==> src/core/op_exec_map.svh <==
// Constants for the nibble swap, direction load and XOR execute block
// ==========================================
// Functional notes
// - The nibble swap writes source bits 3:0 to result bits 7:4 and 7:4 to 3:0, no flag change.
// - For nibble swap and file XOR, a destination bit of 0 writes W, 1 writes the file register.
// - The direction load copies W into the direction register picked by a 3-bit field of 5 to 7.
// - The literal XOR writes W xor the low instruction byte into W and updates the zero flag.
// - The file XOR writes W xor the file register to the destination and updates only zero.
`ifndef OP_EXEC_MAP_SVH
`define OP_EXEC_MAP_SVH
`define OPC_SWAP_TOP 6'h0e
`define OPC_FXOR_TOP 6'h06
`define OPC_LXOR_TOP 4'hf
`define OPC_DIR_TOP 9'h000
`define DIR_SEL_FIRST 3'h5
`define DIR_SEL_MID 3'h6
`define DIR_SEL_LAST 3'h7
`define OPC_HI 11
`define OPC6_LO 6
`define OPC4_LO 8
`define OPC9_LO 3
`define FADDR_HI 4
`define FADDR_LO 0
`define LIT_HI 7
`define LIT_LO 0
`define SEL_HI 2
`define SEL_LO 0
`define DEST_BIT 5
`define W_RESET 8'h00
`define DIR_RESET 8'hff
`define ZERO_RESET 1'h0
`define FWR_RESET 14'h0000
`define DONE_RESET 1'h0
`endif

==> src/core/op_exec_pkg.sv <==
// Types for the nibble swap, direction load and XOR execute block
package op_exec_pkg;
  typedef enum {op_none, nibble_swap_op, direction_load_op, literal_xor_op, file_xor_op} op_e;
  typedef struct packed {
    logic valid;
    logic [11:0] word;
  } instr_s;
  typedef struct packed {
    logic we;
    logic [4:0] addr;
    logic [7:0] data;
  } file_wr_s;
endpackage

==> src/core/op_decode.sv <==
// Opcode decoder for the four instructions
`timescale 1ns/1ps
`include "op_exec_map.svh"
module op_decode
(
  input wire op_exec_pkg::instr_s instr,
  output op_exec_pkg::op_e op
);
  import op_exec_pkg::*;
  wire is_swap = instr.word[`OPC_HI:`OPC6_LO] == `OPC_SWAP_TOP;
  wire is_fxor = instr.word[`OPC_HI:`OPC6_LO] == `OPC_FXOR_TOP;
  wire is_lxor = instr.word[`OPC_HI:`OPC4_LO] == `OPC_LXOR_TOP;
  wire [2:0] sel = instr.word[`SEL_HI:`SEL_LO];
  // Selects outside 5..7 decode as no operation so no stray register loads
  wire is_dir = (instr.word[`OPC_HI:`OPC9_LO] == `OPC_DIR_TOP) && (sel >= `DIR_SEL_FIRST);
  assign op = !instr.valid ? op_none :
              is_swap ? nibble_swap_op :
              is_fxor ? file_xor_op :
              is_lxor ? literal_xor_op :
              is_dir ? direction_load_op : op_none;
endmodule

==> src/core/op_exec.sv <==
// Execute stage for nibble swap, direction load and XOR instructions
`timescale 1ns/1ps
`include "op_exec_map.svh"
module op_exec
(
  input wire logic clk,
  input wire logic rst,
  input wire op_exec_pkg::instr_s instr,
  output logic [4:0] file_addr,
  input wire logic [7:0] file_rdata,
  output op_exec_pkg::file_wr_s file_wr,
  output logic [7:0] w_reg,
  output logic zero_flag,
  output logic [7:0] dir5,
  output logic [7:0] dir6,
  output logic [7:0] dir7,
  output logic done
);
  import op_exec_pkg::*;

  // ==========================================
  // Helper functions
  function automatic logic [7:0] swap_nibbles(input logic [7:0] v);
    return {v[3:0], v[7:4]};
  endfunction

  // Shared by both XOR forms so the two results cannot drift apart
  function automatic logic [7:0] xor_bytes(input logic [7:0] a, input logic [7:0] b);
    return a ^ b;
  endfunction

  function automatic logic is_zero(input logic [7:0] v);
    return v == 8'h00;
  endfunction

  function automatic logic dir_hit(input op_e o, input logic [2:0] s, input logic [2:0] n);
    return (o == direction_load_op) && (s == n);
  endfunction

  // ==========================================
  // Registers
  logic [7:0] w_q;
  logic [7:0] w_d;
  logic z_q;
  logic z_d;
  file_wr_s fw_q;
  file_wr_s fw_d;
  logic [7:0] d5_q;
  logic [7:0] d5_d;
  logic [7:0] d6_q;
  logic [7:0] d6_d;
  logic [7:0] d7_q;
  logic [7:0] d7_d;
  logic done_q;
  logic done_d;

  // ==========================================
  // Decode
  op_e op;
  op_decode u_dec
  (
    .instr(instr),
    .op(op)
  );

  // ==========================================
  // Instruction fields
  wire [4:0] faddr = instr.word[`FADDR_HI:`FADDR_LO];
  wire [7:0] lit = instr.word[`LIT_HI:`LIT_LO];
  wire [2:0] sel = instr.word[`SEL_HI:`SEL_LO];
  wire to_file = instr.word[`DEST_BIT];

  // ==========================================
  // Operation strobes
  wire do_swap = op == nibble_swap_op;
  wire do_fxor = op == file_xor_op;
  wire do_lxor = op == literal_xor_op;
  wire is_fop = do_swap || do_fxor;
  wire is_xor = do_lxor || do_fxor;
  wire any_op = op != op_none;

  // ==========================================
  // File register read
  // Read address is combinational so the file register arrives in the same cycle
  assign file_addr = faddr;

  // ==========================================
  // Datapath
  wire [7:0] swapped = swap_nibbles(file_rdata);
  wire [7:0] fxor = xor_bytes(w_q, file_rdata);
  wire [7:0] lxor = xor_bytes(w_q, lit);
  wire [7:0] fres = do_swap ? swapped : fxor;
  wire [7:0] xres = do_lxor ? lxor : fxor;

  // ==========================================
  // Working register next value
  wire w_from_file = is_fop && !to_file;
  wire w_load = w_from_file || do_lxor;
  wire [7:0] w_src = do_lxor ? lxor : fres;
  assign w_d = w_load ? w_src : w_q;

  // ==========================================
  // Zero flag next value
  // Swap and direction load leave the zero flag untouched
  assign z_d = is_xor ? is_zero(xres) : z_q;

  // ==========================================
  // File register write next value
  wire fw_we = is_fop && to_file;
  assign fw_d = '{we: fw_we, addr: faddr, data: fres};

  // ==========================================
  // Direction registers next value
  // Selects 0 to 4 never reach here, the decoder refuses them
  assign d5_d = dir_hit(op, sel, `DIR_SEL_FIRST) ? w_q : d5_q;
  assign d6_d = dir_hit(op, sel, `DIR_SEL_MID) ? w_q : d6_q;
  assign d7_d = dir_hit(op, sel, `DIR_SEL_LAST) ? w_q : d7_q;

  // ==========================================
  // Completion strobe next value
  assign done_d = any_op;

  // ==========================================
  // Working register
  always_ff @(posedge clk)
  begin
    if (rst)
    begin
      w_q <= `W_RESET;
    end
    else
    begin
      w_q <= w_d;
    end
  end

  // ==========================================
  // Zero flag
  always_ff @(posedge clk)
  begin
    if (rst)
    begin
      z_q <= `ZERO_RESET;
    end
    else
    begin
      z_q <= z_d;
    end
  end

  // ==========================================
  // File register write port
  always_ff @(posedge clk)
  begin
    if (rst)
    begin
      fw_q <= `FWR_RESET;
    end
    else
    begin
      fw_q <= fw_d;
    end
  end

  // ==========================================
  // Direction register 5
  always_ff @(posedge clk)
  begin
    if (rst)
    begin
      d5_q <= `DIR_RESET;
    end
    else
    begin
      d5_q <= d5_d;
    end
  end

  // ==========================================
  // Direction register 6
  always_ff @(posedge clk)
  begin
    if (rst)
    begin
      d6_q <= `DIR_RESET;
    end
    else
    begin
      d6_q <= d6_d;
    end
  end

  // ==========================================
  // Direction register 7
  always_ff @(posedge clk)
  begin
    if (rst)
    begin
      d7_q <= `DIR_RESET;
    end
    else
    begin
      d7_q <= d7_d;
    end
  end

  // ==========================================
  // Completion strobe
  always_ff @(posedge clk)
  begin
    if (rst)
    begin
      done_q <= `DONE_RESET;
    end
    else
    begin
      done_q <= done_d;
    end
  end

  // ==========================================
  // Outputs
  assign w_reg = w_q;
  assign zero_flag = z_q;
  assign file_wr = fw_q;
  assign dir5 = d5_q;
  assign dir6 = d6_q;
  assign dir7 = d7_q;
  assign done = done_q;

endmodule

==> config.mk <==
export PLATFORM = sky130hd
export DESIGN_NAME = op_exec
export DESIGN_NICKNAME = d
export VERILOG_FILES = /design/src/core/op_exec_pkg.sv /design/src/core/op_decode.sv /design/src/core/op_exec.sv
export VERILOG_INCLUDE_DIRS = /design/src /design/src/core
export SDC_FILE = /design/constraint.sdc
export NUM_CORES = 1
export LEC_CHECK = 0
export ABC_AREA = 1
export BUFFER_PORTS_ARGS = -buffer_cell sky130_fd_sc_hd__buf_2
export CAP_MARGIN = 30
export CORE_AREA = 2 2 94 96
export CTS_BUF_LIST = sky130_fd_sc_hd__clkbuf_16
export DETAILED_ROUTE_END_ITERATION = 12
export DIE_AREA = 0 0 96 98
export GPL_ROUTABILITY_DRIVEN = 1
export PLACE_DENSITY = 0.59
export SYNTH_ARGS = -nofsm -noshare
export SYNTH_HDL_FRONTEND = slang
export SYNTH_SLANG_ARGS = --single-unit
==> constraint.sdc <==
create_clock -name clk -period 2.3 [get_ports clk]
set_input_delay 0.345 -clock clk [delete_from_list [all_inputs] [get_ports clk]]
set_output_delay 0.345 -clock clk [all_outputs]
set_load 0.01 [all_outputs]
# [Word-level counts from Yosys, hierarchy flattened]
# Cells that the tools add are included.
[totals] regBits=48 output_inout_bits=53 elab_cells=43
[op_classes] order_cmp=1 eq_ne=10 mux=8 bitwise_logic=2 reduce_logical=13
[ops] op="2-to-1 mux 32 bit" n=4
[ops] op="== test 32 x 3 -> 1 bit (second input constant)" n=2
[ops] op="== test 32 x 2 -> 1 bit (second input constant)" n=1
[ops] op="== test 32 x 4 -> 1 bit (second input constant)" n=1
[ops] op="nonzero test 32 bit" n=1
[ops] op="2-to-1 mux 8 bit" n=3
[ops] op="bitwise XOR 8 bit" n=2
[ops] op="== test 3 bit (second input constant)" n=3
[ops] op="logical NOT 9 bit" n=1
[ops] op="logical NOT 8 bit" n=1
[ops] op="== test 6 x 3 -> 1 bit (second input constant)" n=1
[ops] op="== test 6 x 4 -> 1 bit (second input constant)" n=1
[ops] op="logical AND 1 bit" n=6
[ops] op="== test 4 bit (second input constant)" n=1
[ops] op="greater-or-equal comparator 3 bit (second input constant)" n=1
[ops] op="logical OR 1 bit" n=3
[ops] op="2-to-1 mux 2 bit" n=1
[ops] op="logical NOT 1 bit" n=1

# [Logic depth before layout (Yosys ltp)]
[depth] depth_word=11 depth_mapped=11 mapped_depth_nobuf=10

# [By module]
# From an unflattened synthesis, not the netlist that was laid out.
[unflattened] hier_cells=380 hier_area_um2=2730.1
[modules_own_cells] module="op_exec" instances=1 cells_each=327 area_per_inst_um2=2409.8 seq_area_each_um2=960.9
[modules_own_cells] module="op_decode" instances=1 cells_each=53 area_per_inst_um2=320.3 seq_area_each_um2=0.0

# [Worst setup path before layout]
# OpenSTA, ideal clock, no wires.
[synth_timing] path_kind="in2reg" startpoint="input port instr[8] (netlist bit)" endpoint="register w_q[0], in the netlist w_reg[0]" setup_time_ns=0.117 arrival_time_ns=1.256 t_required_ns=2.183 slack_ns=0.927 cell_stages=11 path_buffers=1 cell_sequence="nand2_1 -> inv_2 -> nand3_4 -> nor2_8 -> inv_2 -> buf_6 -> or2_1 -> nand2_1 -> nand2_1 -> clkinv_1 -> nor2_1"
[synth_via] elab_chain_len=11 elab_cells_between_ends=18
[synth_lines] item="from (decl)" line="op_exec.sv:8" source="input wire op_exec_pkg::instr_s instr,"
[synth_lines] item="logical NOT 9 bit (no source line)"
[synth_lines] item="logical AND 1 bit" line="op_decode.sv:15" source="wire is_dir = (instr.word[`OPC_HI:`OPC9_LO] == `OPC_DIR_TOP) && (sel >= `DIR_SEL_FIRST);"
[synth_lines] item="2-to-1 mux 2 bit" line="op_decode.sv:20" source="is_dir ? direction_load_op : op_none;"
[synth_lines] item="2-to-1 mux 32 bit" line="op_decode.sv:19" source="is_lxor ? literal_xor_op :"
[synth_lines] item="2-to-1 mux 32 bit" line="op_decode.sv:18" source="is_fxor ? file_xor_op :"
[synth_lines] item="2-to-1 mux 32 bit (*)" line="op_decode.sv:17" source="is_swap ? nibble_swap_op :"
[synth_lines] item="2-to-1 mux 32 bit (*)" line="op_decode.sv:16" source="assign op = !instr.valid ? op_none :"
[synth_lines] item="== test 32 x 2 -> 1 bit or == test 32 x 4 -> 1 bit (tied branches)" line="op_exec.sv:75, op_exec.sv:76"
[synth_lines] item="logical OR 1 bit" line="op_exec.sv:78" source="wire is_fop = do_swap || do_fxor;"
[synth_lines] item="logical AND 1 bit" line="op_exec.sv:97" source="wire w_from_file = is_fop && !to_file;"
[synth_lines] item="logical OR 1 bit" line="op_exec.sv:98" source="wire w_load = w_from_file || do_lxor;"
[synth_lines] item="to (signal assigned)" line="op_exec.sv:129" source="w_q <= `W_RESET;"
[synth_lines] item="to (signal assigned)" line="op_exec.sv:133" source="w_q <= w_d;"
[synth_lines] item="to (decl)" line="op_exec.sv:42" source="logic [7:0] w_q;"
# Mark *: on every way between the ends. The rest lies on a longest branch, timed or not.
# A chain may end at the register's enable or synchronous reset.

# [Final worst setup path]
[layout_timing] startpoint="input port instr[12] (netlist bit)" endpoint="register w_q[4], in the netlist w_reg[4]"
[layout_via] elab_chain_len=5 elab_cells_between_ends=9
[layout_lines] item="2-to-1 mux 32 bit (*)" line="op_decode.sv:16"
[layout_lines] item="== test 32 x 2 -> 1 bit or == test 32 x 4 -> 1 bit (tied branches)" line="op_exec.sv:75, op_exec.sv:76"
[layout_lines] item="logical OR 1 bit" line="op_exec.sv:78"
[layout_lines] item="logical AND 1 bit" line="op_exec.sv:97"
[layout_lines] item="logical OR 1 bit" line="op_exec.sv:98"
# Marked as above.

==> metrics.md <==
| Metric | Value |
|---|---|
| Clock slew at reported path FFs | 0.07 ns |
| Worst-path fanout max | 15 |
| Total power draw | 1930 µW |
| Post-cts resize count | 0 |
| Status | complete, no violations |
| Sink Count | 48 |
| Crit path kind | input pin to flop |
| Synth async-reset ratio | 0% |
| Area delta synth->final | 23.8% |
| All-Layer GR Usage | 15.2% |
| Worst min path class | input pin to flop |
| Internal | 1440 µW |
| Post-synth EDFFs | 0 |
| Leakage | 0.00164 µW |
| Sequential share of power | 45.0% |
| Cell with the most instances after synthesis | nand2_1 |
| First-pass GRT wire length | 11.2 mm |
| DRC Markers | 0 |
| Synth Cell Area | 0.00247 mm² |
| Clk buf depth | 2 |
| # setup viols final | 0 |
| Clock root cell | clkbuf_16 |
| Clk_skew | 0.00506 ns |
| Syn Nets | 394 |
| WL/cell | 13.2 µm |
| Hold buffer count at CTS | 0 |
| Crit path cell chain | buf_2, inv_2, nor2_1, nand2_2, nand2_1, nand2_1, nand2_1, inv_1, nor2_1, nor2_1 |
| Total grt overflow | 0 |
| Die W | 96 µm |
| Vias in the first global route | 2278 |
| Synth top cells by count | nand2_1 (111), dfxtp_1 (48), inv_1 (47) |
| Cell variety after synth | 23 |
| Slew Viols, Final | 0 |
| Top-area cell type share of the netlist area | 39.0% |
| Power per cell area | 632 mW/mm² |
| Clk_lat worst skew | 0.29 ns |
| Worst slew pin tran | 0.734 ns |
| Most used DFF post-synth | dfxtp_1 |
| Hpwl dp | 5.41 mm |
| Final period utilization | 71.4% |
| Fmax | 0.609 GHz |
| Final net count | 458 |
| CP max-delay cell | nand2_2 |
| Num rows | 34 |
| Filler instances | 916 |
| Buffer count from post-CTS setup fixing | 0 |
| CP bufs+invs | 3 |
| Core area | 0.00847 mm² |
| Sequential share of the synthesized area | 39.0% |
| Tightest hold margin | 0.329 ns |
| Initial Util | 29.1% |
| Max IR drop VDD | 325 µV |
| Die H | 98 µm |
| Vias/cell | 4.65 |
| CP Launch Type | input pin |
| Post-DP Area | 0.00288 mm² |
| Crit-path max cell delay | 0.24 ns |
| Diode count | 0 |
| Total negative setup slack | 0 ns |
| Critical path's top delay family | simple AND/OR/NAND/NOR gates |
| CP Capture Type | flop |
| Switching pwr | 486 µW |
| Arrival time worst endpoint | 1.83 ns |
| RSZ-0062 raised after global routing | false |
| Synthesized area per cell | 6.65 µm² |
| Gpl congestion | 0.914 |
| Via count | 2532 |
| Clk network pwr share | 43.7% |
| Layout cells sized above 1 | 23.2% |
| Die footprint | 0.00941 mm² |
| Port bufs | 75 |
| Largest net degree at the start of global routing | 26 |
| H-tree depth | 2 |
| Hold Fails Final Rpt | 0 |
| Top cell type by total area after synthesis | dfxtp_1 |
| I/O pin total | 76 |
| Fin area | 0.00305 mm² |
| Max transition margin | 50.9% |
| Logic pwr share | 11.2% |
| Max reg flops | 14 |
| Required time of the critical path | 2.48 ns |
| Synthesized flop and latch total | 48 |
| Antenna viol nets, final | 0 |
| TritonCTS clock tree | yes |
| Tmin final | 1.64 ns |
| Sw Share | 25.2% |
| DRT Pass-1 Iters | 5 |
| Max_cap viols | 0 |
| Synth Warn # | 0 |
| Area contributors post-synth | dfxtp_1 (39%), nand2_1 (17%), nand3_1 (7.9%) |
| Initial antenna violation count | 0 |
| Final WL | 7.17 mm |
| Cells after Synth | 371 |
| Initial DRC count | 195 |
| Total CTS buffers | 5 |
==> layout make-up <==
type	instances	area, µm²	area share (%)
clock buffer	5	125	4.10
clock inverter	3	47.5	1.56
inverter	51	191	6.27
multi-input combinational	251	1190	39.1
sequential	48	961	31.5
tap	108	135	4.43
timing repair buffer	78	398	13.0
==> routing by layer <==
layer  vias up  track usage (%)  wire length (µm)
met3         4             2.78               414
met2        79             23.7              3250
li1       1300                -                 -
met4         0             2.97                58
met1      1149             21.9              3440
met5         -                0                 0
==> power by group through the flow <==
stage / clock [µW] / combinational, µW / sequential (µW)
3_5_place_dp: 0 / 216 / 888
3_3_place_gp: 0 / 215 / 888
2_1_floorplan: 0 / 130 / 891
5_1_grt: 889 / 245 / 870
6_report: 844 / 217 / 868
4_1_cts: 862 / 218 / 868
==> through the flow <==
step                setup WS [ns]  util [%]  std cells
detailed placement          0.380      34.0        536
finish                      0.657      36.1        544
floorplan                   0.927         -        371
CTS                         0.667      36.1        544
global route                0.486      36.1        544
global placement            0.461      34.0        536
==> worst reg2reg max path, cell delays in order, from the launching register on <==
cell	delay, ns
dfxtp_1	0.61
inv_1	0.15
nand2_1	0.08
nand2_1	0.06
inv_1	0.08
nand2_1	0.06
o21ai_2	0.09
nand2_1	0.06
nand2_1	0.08
nor2_1	0.04
nor2_1	0.12
==> path summary, 6_finish.rpt <==
path,from,end,slack (ns),cells after the start
hold / removal,instr[3],file_wr[11]$_SDFF_PP0_,0.33,3
hold reg to reg,dir6[2]$_SDFFE_PP1P_,dir6[2]$_SDFFE_PP1P_,0.47,2
setup reg to reg,w_reg[3]$_SDFFE_PP0P_,w_reg[3]$_SDFFE_PP0P_,0.80,10
setup / recovery,instr[12],w_reg[4]$_SDFFE_PP0P_,0.66,10
==> kinds of logic after synthesis <==
| group | after synthesis | share of synthesized area (%) |
|---|---|---|
| xor gates and xnor gates | 3 | 1.07 |
| buffers and inverters | 72 | 12.6 |
| AOI/OAI and AO/OA | 21 | 5.63 |
| and+or+nand+nor | 227 | 41.8 |
| DFF | 48 | 39.0 |
==> placed cells by master (no fill, tap or decap), drive strengths merged, types with 3 or more instances in the layout <==
master / Yosys / routed
nand2: 112 / 112
buf: 10 / 78
inv: 50 / 50
dfxtp: 48 / 48
nor2: 44 / 44
nand3: 40 / 40
nand4: 27 / 27
o21ai: 17 / 17
clkbuf: 11 / 5
a21oi: 4 / 4
xor2: 3 / 3
nor3: 3 / 3
clkinv: 1 / 3
No activity file was read; power rests on OpenSTA's default activity.
